--- src/adcsq_pkg.sv ---
// Constants, register map and state codes of the conversion sequencer.
// Assumes a 40 MHz system clock and 8-bit registers on 32-bit AXI4-Lite.
package adcsq_pkg;

    // ------------------------------------------------------------------
    // Register byte addresses
    // ------------------------------------------------------------------
    localparam logic [7:0] ADDR_CTRL0 = 8'h00;
    localparam logic [7:0] ADDR_CTRL1 = 8'h04;
    localparam logic [7:0] ADDR_CTRL2 = 8'h08;
    localparam logic [7:0] ADDR_RES_HI = 8'h0C;
    localparam logic [7:0] ADDR_RES_LO = 8'h10;
    localparam logic [7:0] ADDR_STATUS = 8'h14;

    // ------------------------------------------------------------------
    // Field positions
    // ------------------------------------------------------------------
    localparam int CTRL0_EN_BIT = 0;
    localparam int CTRL0_GO_BIT = 1;
    localparam int CTRL0_CHS_LSB = 2;
    localparam int CTRL1_PCFG_LSB = 0;
    localparam int CTRL1_VPOS_BIT = 4;
    localparam int CTRL1_VNEG_BIT = 5;
    localparam int CTRL2_CS_LSB = 0;
    localparam int CTRL2_ACQ_LSB = 3;
    localparam int CTRL2_FMT_BIT = 7;
    localparam int STATUS_FLAG_BIT = 0;

    // ------------------------------------------------------------------
    // Reset values and counts
    // ------------------------------------------------------------------
    localparam logic [7:0] CTRL_RESET = 8'h00;
    localparam logic [4:0] CONV_TADS = 5'h0B;
    localparam logic [4:0] WAIT_TADS = 5'h02;
    localparam logic [9:0] SAR_MSB = 10'h200;
    localparam logic [1:0] RESP_OKAY = 2'h0;
    localparam logic [1:0] RESP_SLVERR = 2'h2;

    typedef enum logic [1:0] {
        ST_IDLE = 2'b00,
        ST_ACQ = 2'b01,
        ST_CONV = 2'b10,
        ST_WAIT = 2'b11
    } adcsq_state_t;

endpackage

--- src/adcsq_tad_gen.sv ---
// Conversion clock period generator: one-cycle tick per period.
// Assumes rc_tick_i is a synchronous pulse from the internal RC source.
`timescale 1ns/10ps
`default_nettype none
module adcsq_tad_gen (
    input wire logic clk_i,
    input wire logic reset_i,
    input wire logic run_i,
    input wire logic sleep_i,
    input wire logic rc_tick_i,
    input wire logic [2:0] clk_sel_i,
    output logic tad_o
);
    logic [5:0] cnt_q;
    logic [5:0] last;
    logic use_rc;

    // ------------------------------------------------------------------
    // Divider
    // ------------------------------------------------------------------
    always_comb begin
        case (clk_sel_i) // RULE17
            3'h0: last = 6'h01;
            3'h1: last = 6'h07;
            3'h2: last = 6'h1F;
            3'h4: last = 6'h03;
            3'h5: last = 6'h0F;
            3'h6: last = 6'h3F;
            default: last = 6'h00;
        endcase
    end

    assign use_rc = (clk_sel_i[1:0] == 2'h3);

    // System clock stops in sleep, so only the RC source keeps ticking
    always_ff @(posedge clk_i or posedge reset_i) begin
        if (reset_i) begin
            cnt_q <= 6'h00;
        end else if (!run_i || use_rc) begin
            cnt_q <= 6'h00;
        end else if (!sleep_i) begin // RULE4
            cnt_q <= (cnt_q == last) ? 6'h00 : cnt_q + 6'h01;
        end
    end

    assign tad_o = run_i && (use_rc ? rc_tick_i
                                    : (!sleep_i && cnt_q == last)); // RULE4
endmodule // adcsq_tad_gen
`default_nettype wire

--- src/adcsq_core.sv ---
// Successive-approximation conversion sequencer with AXI4-Lite registers.
// Assumes an external comparator and a 10-bit trial DAC on the analog side.
// Functional notes
// [RULE1] On completion load result, clear busy bit, set done flag.
// [RULE2] Reset clears control registers, turns converter off, aborts work.
// [RULE3] Power-on reset leaves the result pair untouched and undefined.
// [RULE4] In sleep only the internal RC clock keeps conversions going.
// [RULE5] Software picks supply rails or external pins as references.
// [RULE6] Successive approximation yields a code of 1024 steps.
// [RULE7] Each converter pin is individually analog or digital; code uses a 4-bit field: pins below 15 minus it analog, all if under 4.
// [RULE8] Zero acquisition field: start stops sampling, converts at once.
// [RULE9] Nonzero field: sample programmed periods, then convert itself.
// [RULE10] After each conversion sampling resumes on the selected channel.
// [RULE11] No status of acquisition end; busy stays set through both.
// [RULE12] At least two clock periods pass before the next acquisition.
// [RULE13] Holding capacitor is disconnected for the whole conversion.
// [RULE14] Software configures, enables, starts, waits, reads, clears flag.
// [RULE15] Software samples a new channel long enough before converting.
// [RULE16] Acquisition codes give 0,2,4,6,8,12,16,20 periods.
// [RULE17] Clock field selects system clock divisors or the RC source.
// [RULE18] Conversion takes eleven periods from start to result update.
// [RULE19] Clearing start mid-conversion aborts, keeps previous result.
// [RULE20] With converter disabled nothing runs and busy reads idle.
//
// The register addresses and register access over AXI4-Lite were chosen for this implementation.
`timescale 1ns/10ps
`default_nettype none
module adcsq_core (
    input wire logic clk_i,
    input wire logic reset_i,
    input wire logic [7:0] s_axi_awaddr_i,
    input wire logic s_axi_awvalid_i,
    output logic s_axi_awready_o,
    input wire logic [31:0] s_axi_wdata_i,
    input wire logic [3:0] s_axi_wstrb_i,
    input wire logic s_axi_wvalid_i,
    output logic s_axi_wready_o,
    output logic [1:0] s_axi_bresp_o,
    output logic s_axi_bvalid_o,
    input wire logic s_axi_bready_i,
    input wire logic [7:0] s_axi_araddr_i,
    input wire logic s_axi_arvalid_i,
    output logic s_axi_arready_o,
    output logic [31:0] s_axi_rdata_o,
    output logic [1:0] s_axi_rresp_o,
    output logic s_axi_rvalid_o,
    input wire logic s_axi_rready_i,
    input wire logic sleep_i,
    input wire logic rc_tick_i,
    input wire logic comp_i,
    output logic [3:0] channel_o,
    output logic sample_o,
    output logic [9:0] dac_code_o,
    output logic vref_pos_ext_o,
    output logic vref_neg_ext_o,
    output logic [11:0] analog_pin_o
);
    import adcsq_pkg::*;
    // ------------------------------------------------------------------
    // Helpers
    // ------------------------------------------------------------------
    function automatic logic [4:0] acq_tads(input logic [2:0] code);
        case (code) // RULE16
            3'h0: acq_tads = 5'h00;
            3'h1: acq_tads = 5'h02;
            3'h2: acq_tads = 5'h04;
            3'h3: acq_tads = 5'h06;
            3'h4: acq_tads = 5'h08;
            3'h5: acq_tads = 5'h0C;
            3'h6: acq_tads = 5'h10;
            default: acq_tads = 5'h14;
        endcase
    endfunction
    function automatic logic is_addr(input logic [7:0] a,
                                     input logic [7:0] r);
        is_addr = (a == r);
    endfunction
    logic [7:0] ctrl0_q, ctrl1_q, ctrl2_q;
    logic [9:0] result_q, sar_q, bit_mask;
    logic flag_q, busy_q, wstrb0_q, aw_got_q, w_got_q;
    logic [4:0] cnt_q, acq_len;
    adcsq_state_t state_q;
    logic tad, en, wr_fire, done, abort;
    logic [7:0] awaddr_q, wbyte_q, res_hi, res_lo;
    assign en = ctrl0_q[CTRL0_EN_BIT];
    assign acq_len = acq_tads(ctrl2_q[CTRL2_ACQ_LSB +: 3]);
    assign bit_mask = SAR_MSB >> cnt_q;
    // ------------------------------------------------------------------
    // AXI4-Lite write path
    // ------------------------------------------------------------------
    assign s_axi_awready_o = !aw_got_q && !s_axi_bvalid_o;
    assign s_axi_wready_o = !w_got_q && !s_axi_bvalid_o;
    assign wr_fire = aw_got_q && w_got_q && !s_axi_bvalid_o;
    always_ff @(posedge clk_i or posedge reset_i) begin
        if (reset_i) begin
            aw_got_q <= 1'b0;
            awaddr_q <= 8'h00;
        end else if (s_axi_awvalid_i && s_axi_awready_o) begin
            aw_got_q <= 1'b1;
            awaddr_q <= s_axi_awaddr_i;
        end else if (wr_fire) begin
            aw_got_q <= 1'b0;
        end
    end
    always_ff @(posedge clk_i or posedge reset_i) begin
        if (reset_i) begin
            w_got_q <= 1'b0;
            wbyte_q <= 8'h00;
            wstrb0_q <= 1'b0;
        end else if (s_axi_wvalid_i && s_axi_wready_o) begin
            w_got_q <= 1'b1;
            wbyte_q <= s_axi_wdata_i[7:0];
            wstrb0_q <= s_axi_wstrb_i[0];
        end else if (wr_fire) begin
            w_got_q <= 1'b0;
        end
    end
    always_ff @(posedge clk_i or posedge reset_i) begin
        if (reset_i) begin
            s_axi_bvalid_o <= 1'b0;
            s_axi_bresp_o <= RESP_OKAY;
        end else if (wr_fire) begin
            s_axi_bvalid_o <= 1'b1;
            s_axi_bresp_o <= (awaddr_q > ADDR_STATUS || awaddr_q[1:0] != 2'h0)
                             ? RESP_SLVERR : RESP_OKAY;
        end else if (s_axi_bready_i) begin
            s_axi_bvalid_o <= 1'b0;
        end
    end
    logic wr0;
    assign wr0 = wr_fire && wstrb0_q;
    // ------------------------------------------------------------------
    // Control registers
    // ------------------------------------------------------------------
    always_ff @(posedge clk_i or posedge reset_i) begin
        if (reset_i) begin // RULE2
            ctrl0_q <= CTRL_RESET;
            ctrl1_q <= CTRL_RESET;
            ctrl2_q <= CTRL_RESET;
        end else if (wr0) begin
            if (is_addr(awaddr_q, ADDR_CTRL0)) begin
                ctrl0_q <= wbyte_q & 8'h3D;
            end
            if (is_addr(awaddr_q, ADDR_CTRL1)) begin
                ctrl1_q <= wbyte_q & 8'h3F;
            end
            if (is_addr(awaddr_q, ADDR_CTRL2)) begin
                ctrl2_q <= wbyte_q & 8'hBF;
            end
        end
    end
    // Start needs the converter already on; turning on and starting in
    // one write is not accepted.
    logic go_set, go_clr;
    assign go_set = wr0 && is_addr(awaddr_q, ADDR_CTRL0) && en &&
                    wbyte_q[CTRL0_GO_BIT] && wbyte_q[CTRL0_EN_BIT];
    assign go_clr = wr0 && is_addr(awaddr_q, ADDR_CTRL0) &&
                    !wbyte_q[CTRL0_GO_BIT];
    assign abort = busy_q && go_clr && !go_set;
    always_ff @(posedge clk_i or posedge reset_i) begin
        if (reset_i) begin
            busy_q <= 1'b0;
        end else if (go_set) begin
            busy_q <= 1'b1;
        end else if (done || go_clr || !en) begin // RULE1 RULE19 RULE20
            busy_q <= 1'b0;
        end
    end
    // Set wins over a clear in the same cycle
    always_ff @(posedge clk_i or posedge reset_i) begin
        if (reset_i) begin
            flag_q <= 1'b0;
        end else if (done) begin // RULE1
            flag_q <= 1'b1;
        end else if (wr0 && is_addr(awaddr_q, ADDR_STATUS) &&
                     wbyte_q[STATUS_FLAG_BIT]) begin
            flag_q <= 1'b0;
        end
    end
    // ------------------------------------------------------------------
    // Sequencer
    // ------------------------------------------------------------------
    adcsq_tad_gen u_tad (
        .clk_i(clk_i),
        .reset_i(reset_i),
        .run_i(state_q != ST_IDLE),
        .sleep_i(sleep_i),
        .rc_tick_i(rc_tick_i),
        .clk_sel_i(ctrl2_q[CTRL2_CS_LSB +: 3]),
        .tad_o(tad)
    );
    assign done = (state_q == ST_CONV) && busy_q && tad &&
                  (cnt_q == CONV_TADS - 5'h01); // RULE18
    always_ff @(posedge clk_i or posedge reset_i) begin
        if (reset_i) begin // RULE2
            state_q <= ST_IDLE;
            cnt_q <= 5'h00;
        end else if (!en) begin // RULE20
            state_q <= ST_IDLE;
            cnt_q <= 5'h00;
        end else begin
            case (state_q)
                ST_IDLE: begin
                    cnt_q <= 5'h00;
                    if (busy_q) begin
                        state_q <= (acq_len == 5'h00) ? ST_CONV // RULE8
                                                      : ST_ACQ; // RULE9
                    end
                end
                ST_ACQ: begin
                    if (!busy_q) begin
                        state_q <= ST_WAIT;
                        cnt_q <= 5'h00;
                    end else if (tad && cnt_q == acq_len - 5'h01) begin
                        state_q <= ST_CONV; // RULE9
                        cnt_q <= 5'h00;
                    end else if (tad) begin
                        cnt_q <= cnt_q + 5'h01;
                    end
                end
                ST_CONV: begin
                    if (!busy_q || done) begin // RULE19
                        state_q <= ST_WAIT;
                        cnt_q <= 5'h00;
                    end else if (tad) begin
                        cnt_q <= cnt_q + 5'h01;
                    end
                end
                ST_WAIT: begin
                    if (tad && cnt_q == WAIT_TADS - 5'h01) begin
                        state_q <= ST_IDLE; // RULE12 RULE10
                        cnt_q <= 5'h00;
                    end else if (tad) begin
                        cnt_q <= cnt_q + 5'h01;
                    end
                end
                default: begin
                    state_q <= ST_IDLE;
                    cnt_q <= 5'h00;
                end
            endcase
        end
    end
    // Trial code: one bit decided per period, MSB first
    always_ff @(posedge clk_i or posedge reset_i) begin
        if (reset_i) begin
            sar_q <= 10'h000;
        end else if (state_q != ST_CONV) begin
            sar_q <= SAR_MSB;
        end else if (tad && cnt_q < 5'h0A) begin // RULE6
            sar_q <= ((comp_i ? sar_q : (sar_q & ~bit_mask)) |
                     (bit_mask >> 1));
        end
    end
    // No reset: contents survive any reset and start undefined
    always_ff @(posedge clk_i) begin
        if (done) begin // RULE1 RULE3
            result_q <= sar_q;
        end else if (wr0 && is_addr(awaddr_q, ADDR_RES_HI)) begin
            result_q <= ctrl2_q[CTRL2_FMT_BIT]
                        ? {wbyte_q[1:0], result_q[7:0]}
                        : {wbyte_q, result_q[1:0]};
        end else if (wr0 && is_addr(awaddr_q, ADDR_RES_LO)) begin
            result_q <= ctrl2_q[CTRL2_FMT_BIT]
                        ? {result_q[9:8], wbyte_q}
                        : {result_q[9:2], wbyte_q[7:6]};
        end
    end
    // ------------------------------------------------------------------
    // Analog-side outputs
    // ------------------------------------------------------------------
    always_ff @(posedge clk_i or posedge reset_i) begin
        if (reset_i) begin
            sample_o <= 1'b0;
            dac_code_o <= 10'h000;
            channel_o <= 4'h0;
            vref_pos_ext_o <= 1'b0;
            vref_neg_ext_o <= 1'b0;
            analog_pin_o <= 12'hFFF;
        end else begin
            sample_o <= en && busy_q && !go_clr &&
                        (state_q == ST_IDLE ? acq_len != 5'h00
                                            : state_q == ST_ACQ) &&
                        !(state_q == ST_ACQ && tad &&
                          cnt_q == acq_len - 5'h01) ||
                        en && !busy_q && state_q == ST_IDLE; // RULE10 RULE13
            dac_code_o <= sar_q;
            channel_o <= ctrl0_q[CTRL0_CHS_LSB +: 4];
            vref_pos_ext_o <= ctrl1_q[CTRL1_VPOS_BIT]; // RULE5
            vref_neg_ext_o <= ctrl1_q[CTRL1_VNEG_BIT]; // RULE5
            for (int i = 0; i < 12; i++) begin // RULE7
                analog_pin_o[i] <= (ctrl1_q[3:0] < 4'h4) ||
                    (i < 15 - int'(ctrl1_q[3:0]));
            end
        end
    end
    // ------------------------------------------------------------------
    // AXI4-Lite read path
    // ------------------------------------------------------------------
    assign res_hi = ctrl2_q[CTRL2_FMT_BIT] ? {6'h00, result_q[9:8]}
                                           : result_q[9:2];
    assign res_lo = ctrl2_q[CTRL2_FMT_BIT] ? result_q[7:0]
                                           : {result_q[1:0], 6'h00};
    assign s_axi_arready_o = !s_axi_rvalid_o;
    always_ff @(posedge clk_i or posedge reset_i) begin
        if (reset_i) begin
            s_axi_rvalid_o <= 1'b0;
            s_axi_rdata_o <= 32'h0000_0000;
            s_axi_rresp_o <= RESP_OKAY;
        end else if (s_axi_arvalid_i && s_axi_arready_o) begin
            s_axi_rvalid_o <= 1'b1;
            s_axi_rresp_o <= RESP_OKAY;
            case (s_axi_araddr_i)
                ADDR_CTRL0: s_axi_rdata_o <= {24'h000000, ctrl0_q[7:2],
                                              busy_q && en, en}; // RULE11
                ADDR_CTRL1: s_axi_rdata_o <= {24'h000000, ctrl1_q};
                ADDR_CTRL2: s_axi_rdata_o <= {24'h000000, ctrl2_q};
                ADDR_RES_HI: s_axi_rdata_o <= {24'h000000, res_hi};
                ADDR_RES_LO: s_axi_rdata_o <= {24'h000000, res_lo};
                ADDR_STATUS: s_axi_rdata_o <= {31'h00000000, flag_q};
                default: begin
                    s_axi_rdata_o <= 32'h0000_0000;
                    s_axi_rresp_o <= RESP_SLVERR;
                end
            endcase
        end else if (s_axi_rready_i) begin
            s_axi_rvalid_o <= 1'b0;
        end
    end
endmodule // adcsq_core
`default_nettype wire

--- config.mk ---
export PLATFORM = sky130hd
export DESIGN_NAME = adcsq_core
export DESIGN_NICKNAME = d
export VERILOG_FILES = /design/src/adcsq_pkg.sv /design/src/adcsq_tad_gen.sv /design/src/adcsq_core.sv
export SDC_FILE = /design/constraint.sdc
export NUM_CORES = 1
export LEC_CHECK = 0
export CAP_MARGIN = 20
export CORE_MARGIN = 2
export CORE_UTILIZATION = 45
export CTS_CLUSTER_DIAMETER = 30
export DETAILED_ROUTE_END_ITERATION = 12
export DONT_BUFFER_PORTS = 1
export PLACE_DENSITY_LB_ADDON = 0.25
export SLEW_MARGIN = 0
export SYNTH_ARGS = -nofsm -noshare
export SYNTH_HDL_FRONTEND = slang
export SYNTH_SLANG_ARGS = --single-unit
--- constraint.sdc ---
create_clock -name clk_i -period 4 [get_ports clk_i]
set_clock_uncertainty 0.05 [all_clocks]
set_input_delay 0.2 -clock clk_i [delete_from_list [all_inputs] [get_ports clk_i]]
set_output_delay 0.2 -clock clk_i [all_outputs]
set_load 0.005 [all_outputs]
; Word-level counts from Yosys, hierarchy flattened
; Index checks and enable logic that the tools add are counted.
; Widths: inputs -> output; s select.
[word_totals]
out_inout_bits = 70
reg_bits = 139
inputBits = 62
[op_classes]
order_cmp = 15
shift = 1
add_sub_neg = 4
n_eq_ne = 37
bitwise_logic = 3
muxes = 46
n_reduce_logical = 89
[op_table]
columns = op, n
row1 = $mux 10, 6
row2 = $pmux 8 s6, 1
row3 = $pmux 6 s6, 1
row4 = $pmux 5 s7, 1
row5 = $logic_and 1x1->1, 33
row6 = $eq 8x4->1 const B, 4
row7 = $eq 8x5->1 const B, 4
row8 = $mux 8, 4
row9 = $mux 5, 6
row10 = $reduce_bool 2->1, 11
row11 = $lt 4x5->1 const A, 4
row12 = $lt 5x5->1 const A, 4
row13 = $pmux 5 s4, 1
row14 = $eq 3x3->1 const B, 6
row15 = $logic_or 1x1->1, 18
row16 = $mux 2, 9
row17 = $mux 6, 3
row18 = $eq 8x3->1 const B, 2
row19 = $logic_not 8->1, 2
row20 = $mux 1, 13
row21 = $logic_not 1->1, 11
row22 = $and 10x10->10, 1
row23 = $lt 3x5->1 const A, 2
row24 = $not 10->10, 1
row25 = other kinds (34), 47

; Depth between registers and ports, before layout
[logic_depth]
depth_word = 12
ltp_mapped = 10

; Cells and area by module
; Synthesis repeated with hierarchy kept, for this count alone.
[unflattened]
hier_cells = 514
hier_area_um2 = 5716.7
[by_module_without_submodules]
columns = module, n_inst, seq_area_each_um2, area_each_um2, cells_each
row1 = adcsq_core, 1, 2742.6, 5156.2, 455
row2 = adcsq_tad_gen, 1, 150.1, 560.5, 59

; Least setup slack after synthesis
; Ideal clock, no wire load.
[synth_timing]
path_kind = register -> register
start = register ctrl2_q[1]
end = register sar_q[7]
stages_incl_launch_ff = 10
n_path_buf = 1
arrival_ps = 2508
path_slack_ps = 1318
setup_ps = 124
path_cell_list = dfrtp_1 ha_1 buf_4 xor2_1 nand3_1 or4_4 o31a_4 nor4_4 a31oi_1 o31a_1
[synth_between]
elab_chain_cells = 8
word_cells_on_any_way = 14
classes_between = eq/ne (7) / mux (2) / reduce/logical (5)
[synth_lines]
columns = item, line_no
row1 = from (decl), adcsq_core.sv:78  ; logic [7:0] ctrl0_q, ctrl1_q, ctrl2_q;
row2 = from (signal assigned), adcsq_core.sv:148  ; ctrl2_q <= wbyte_q & 8'hBF;
row3 = "$eq 3x3->1, or another cell as far along", adcsq_tad_gen.sv:22  ; case (clk_sel_i)
row4 = $pmux 6 s6, adcsq_tad_gen.sv:22
row5 = $eq 6x6->1, adcsq_tad_gen.sv:47  ; : (!sleep_i && cnt_q == last));
row6 = $logic_and 1x1->1, adcsq_tad_gen.sv:47
row7 = $mux 1 (*), adcsq_tad_gen.sv:46  ; assign tad_o = run_i && (use_rc ? rc_tick_i
row8 = $logic_and 1x1->1 (*), adcsq_tad_gen.sv:46
row9 = $logic_and 1x1->1 (*), adcsq_core.sv:250  ; end else if (tad && cnt_q < 5'h0A) begin
row10 = $reduce_bool 2->1 (no source line) (*), --
row11 = to (signal assigned), adcsq_core.sv:251  ; sar_q <= ((comp_i ? sar_q : (sar_q & ~bit_mask)) |
row12 = to (decl), adcsq_core.sv:79  ; logic [9:0] result_q, sar_q, bit_mask;
; Every way passes the cells marked *; elsewhere a longest branch is shown, timed or not.
; A chain may end at the register's enable or synchronous reset.

; Worst setup path in the final report
[layout_timing]
start = register ctrl2_q[1]
end = register state_q[1]
[layout_between]
elab_chain_cells = 11
word_cells_on_any_way = 21
classes_between = eq/ne (10) / mux (2) / reduce/logical (9)
[layout_lines]
columns = item, line_no
row1 = "$eq 3x3->1, or another cell as far along", adcsq_tad_gen.sv:22
row2 = $pmux 6 s6, adcsq_tad_gen.sv:22
row3 = $eq 6x6->1, adcsq_tad_gen.sv:47
row4 = $logic_and 1x1->1, adcsq_tad_gen.sv:47
row5 = $mux 1 (*), adcsq_tad_gen.sv:46
row6 = $logic_and 1x1->1 (*), adcsq_tad_gen.sv:46
row7 = $logic_and 1x1->1 (2 in series), adcsq_core.sv:192  ; assign done = (state_q == ST_CONV) && busy_q && tad &&
row8 = $logic_or 1x1->1, adcsq_core.sv:222  ; if (!busy_q || done) begin
row9 = $ne 3x2->1 (no source line), --
row10 = $reduce_and 4->1 (no source line) (*), --
row11 = to (signal assigned), adcsq_core.sv:206  ; state_q <= (acq_len == 5'h00) ? ST_CONV
row12 = to (decl), adcsq_core.sv:82  ; adcsq_state_t state_q;
; Marked as above.

==> impl_metrics.csv <==
group,metric,value,unit
setup_path,cp_max_fo,10,
global_routing,antenna_found_initial,0,
floorplan,rows,41,
placed_design,port_buffers,0,
placed_design,dp_slack,0.9316,ns
synth,synth_edf_count,10,
cts,cts.sinks,113,
floorplan,fp.dieW,116.9,um
final_layout,drive_gt1_frac,0.1681,
timing,min_period_over_period,0.7676,
floorplan,io_pins,132,
final_layout,register_area,2893,sq um
cts,cts_buffer_depth,2,
timing,final_hold_viol_count,0,
cts,clk_latency,0.42,ns
timing,max_freq,325.7,MHz
synth,yosysSeqAreaShare,0.5045,
cts,cts_root_buf,"clkbuf_16",
route,drc,0,
setup_path,worstPathRequired,4.25,ns
global_routing,grt.total_usage,0.1922,
floorplan,fp.dieH,116.9,um
timing,worst_pin_slew,0.9137,ns
synth,ys_ff_latch,113,
timing,setup_tns,0,ns
hold_path,min_path_type,"in -> reg",
placed_design,routabilityCongestion,0.8833,
timing,setup_viol,0,
route,wirelength,12420,um
global_routing,grt_pass1_wl,20060,um
route,num_vias,4086,
global_routing,grtUsageMet2,0.3171,
route,drt_iter0_drc,313,
synth,yosysWarnings,0,
global_routing,overflow,0,
global_routing,top_usage_layer,"met2",
timing,slew_headroom,0.3909,
synth,synth_cells,540,
status,outcome,"finished, final reports clean",
synth,yosys.cell_types.count,67,
power,p_per_area,528.7,nW/um^2
final_layout,multi_input_area,2579,sq um
setup_path,arrival,3.32,ns
cts,cts_tree,"yes",
cts,cts-htree-levels,4,
timing,rsz0062_at_grt,"no",
power,leakage,2.864,nW
final_layout,diodes,0,
route,viasPerCell,5.455,
cts,cts_resized,0,
synth,syn_area,5734,sq um
final_layout,area_delta_synth_final,15.73,%
floorplan,initial_core_util,0.4581,
route,postRouteAntennaNets,0,
global_routing,grtUsageMet1,0.2352,
route,detail_route.first_pass.iterations,5,
timing,period_needed,3.070,ns
synth,synth.avg_cell_area,10.62,sq um
setup_path,worstSetupEndpointType,"flip-flop",
final_layout,layout.nets,643,
final_layout,n_fill_cell,1099,
cts,cts_buffers,17,
setup_path,crit_path_start_kind,"flip-flop",
power,ir_drop,273.0,uV
timing,finalMaxSlewViolations,0,
global_routing,grt_max_degree,78,
floorplan,core-area,12520,sq um
global_routing,grt_use_met3,0.05252,
cts,clk_pin_slew_worst_paths,0.06,ns
setup_path,critPathKind,"reg -> reg",
synth,yosys_most_used_dff,"dfrtp_1",
placed_design,dp_hpwl,8505,um
route,wl_per_cell,16.58,um
timing,layout_setup_ws,0.9296,ns
global_routing,first_global_vias,4068,
job,cap_violations,0,
floorplan,die_area,13660,sq um
synth,async_flop_share,0.9115,
==> flip-flops by register name (all words and copies together) (netlist names), 4 cells and up <==
| register | cells |
|---|---|
| analog_pin_o | 12 |
| dac_code_o | 10 |
| u_tad.cnt_q | 6 |
| wbyte_q | 8 |
| cnt_q | 5 |
| ctrl2_q | 7 |
| s_axi_rdata_o | 8 |
| result_q | 10 |
| ctrl0_q | 5 |
| awaddr_q | 8 |
| channel_o | 4 |
| ctrl1_q | 6 |
| sar_q | 10 |
==> synthesized netlist by cell type (15+ instances only) <==
cell / count / area share
nand3_1: 25 / 0.022
nand2_1: 55 / 0.036
mux2_2: 38 / 0.075
a21oi_1: 17 / 0.015
nor2_1: 33 / 0.022
inv_1: 16 / 0.010
o21ai_0: 25 / 0.022
a31oi_1: 15 / 0.016
clkbuf_1: 22 / 0.014
ha_1: 17 / 0.037
dfrtp_1: 91 / 0.40
buf_4: 27 / 0.035
==> path summary, 6_finish.rpt <==
path                                    from          endpoint  slack, ns  depth (start not counted)
setup / recovery                  ctrl2_q[1]        state_q[1]       0.93                          8
hold / removal             s_axi_araddr_i[4]  s_axi_rdata_o[4]       0.05                          3
setup reg to reg                  ctrl2_q[1]        state_q[1]       0.93                          8
hold reg to reg                     sar_q[8]     dac_code_o[8]       0.36                          0
max in group asynchronous            reset_i     dac_code_o[5]       2.58                          3
min in group asynchronous            reset_i       awaddr_q[6]       0.44                          2
==> worst max-delay path, stage by stage (launching register included) <==
cell      delay, ns
dfrtp_1        0.47
ha_1           0.39
xor2_1         0.18
nand3_1        0.12
or4_4          0.54
o31ai_4        0.38
a211oi_1       0.20
or2_0          0.29
o31ai_1        0.32
==> cell usage in the layout, fill, tap and decap left out, types with 5 or more instances in the layout <==
| cell | Yosys | layout |
|---|---|---|
| a21oi_1 | 17 | 17 |
| a31oi_1 | 15 | 15 |
| and3_1 | 6 | 6 |
| clkbuf_16 | 0 | 18 |
| conb_1 | 1 | 26 |
| dfrtp_1 | 91 | 91 |
| dfstp_2 | 12 | 12 |
| dlygate4sd3_1 | 0 | 26 |
| edfxtp_1 | 10 | 10 |
| ha_1 | 17 | 17 |
| inv_1 | 16 | 15 |
| inv_6 | 0 | 5 |
| mux2_2 | 38 | 38 |
| mux2i_1 | 6 | 6 |
| nand2_1 | 55 | 55 |
| nand2b_1 | 6 | 6 |
| nand3_1 | 25 | 25 |
| nand3b_1 | 5 | 5 |
| nor2_1 | 33 | 33 |
| nor2b_1 | 10 | 10 |
| nor3b_1 | 5 | 5 |
| o21ai_0 | 25 | 25 |
| o22ai_1 | 6 | 6 |
| o31ai_1 | 6 | 6 |
| xor2_1 | 7 | 7 |
==> stage by stage <==
stage | std cells | power (mW) | instance area, sq um | hold slack, ns | utilization
after global placement | 690 | 1.988 | 5783 | 0.2377 | 0.4620
after global routing | 749 | 3.681 | 6636 | 0.09373 | 0.5302
after CTS | 748 | 3.511 | 6631 | 0.03853 | 0.5298
final | 749 | 3.508 | 6636 | 0.05415 | 0.5302
after floorplan | 565 | 1.890 | 5828 | 0.2354 | -
after detailed placement | 690 | 2.012 | 5783 | 0.2428 | 0.4620
==> area by class of cell <==
| cell class | count | share of cell area |
|---|---|---|
| multi-input combinational | 384 | 0.3886 |
| inverter | 17 | 0.009992 |
| sequential | 113 | 0.4359 |
| timing repair buffer | 31 | 0.04449 |
| tap | 172 | 0.03243 |
| clock inverter | 13 | 0.01867 |
| clock buffer | 19 | 0.06995 |
==> per-layer routing <==
| metal | wire length (um) | part of all wire |
|---|---|---|
| met3 | 666 | 0.054 |
| met2 | 6122 | 0.49 |
| met1 | 5314 | 0.43 |
| met4 | 314 | 0.025 |
| met5 | 0 | 0 |
==> report_power, final <==
group,switching [mW],total (mW),internal (mW)
clock,0.561,1.48,0.915
combinational,0.234,0.475,0.241
sequential,0.227,1.56,1.33
total,1.02,3.51,2.49
==> what timing repair did <==
action / CTS / global route
hold endpoints to repair: 88 / 0
hold buffers: 26 / 0
buffers inserted: 0 / 0
==> logic make-up (layout without fill, tap and decap cells) <==
| family | after synthesis | count (layout) | synth area share |
|---|---|---|---|
| muxes | 46 | 46 | 0.09295 |
| DFF | 113 | 113 | 0.5045 |
| other | 1 | 26 | 0.0006540 |
| xor gates and xnor gates | 11 | 11 | 0.01680 |
| AOI/OAI and AO/OA | 107 | 107 | 0.1272 |
| and+or+nand+nor | 177 | 177 | 0.1586 |
| buffers and inverters | 68 | 80 | 0.06219 |
| adders and majority gates | 17 | 17 | 0.03709 |
No activity file was read; power rests on OpenSTA's default activity.
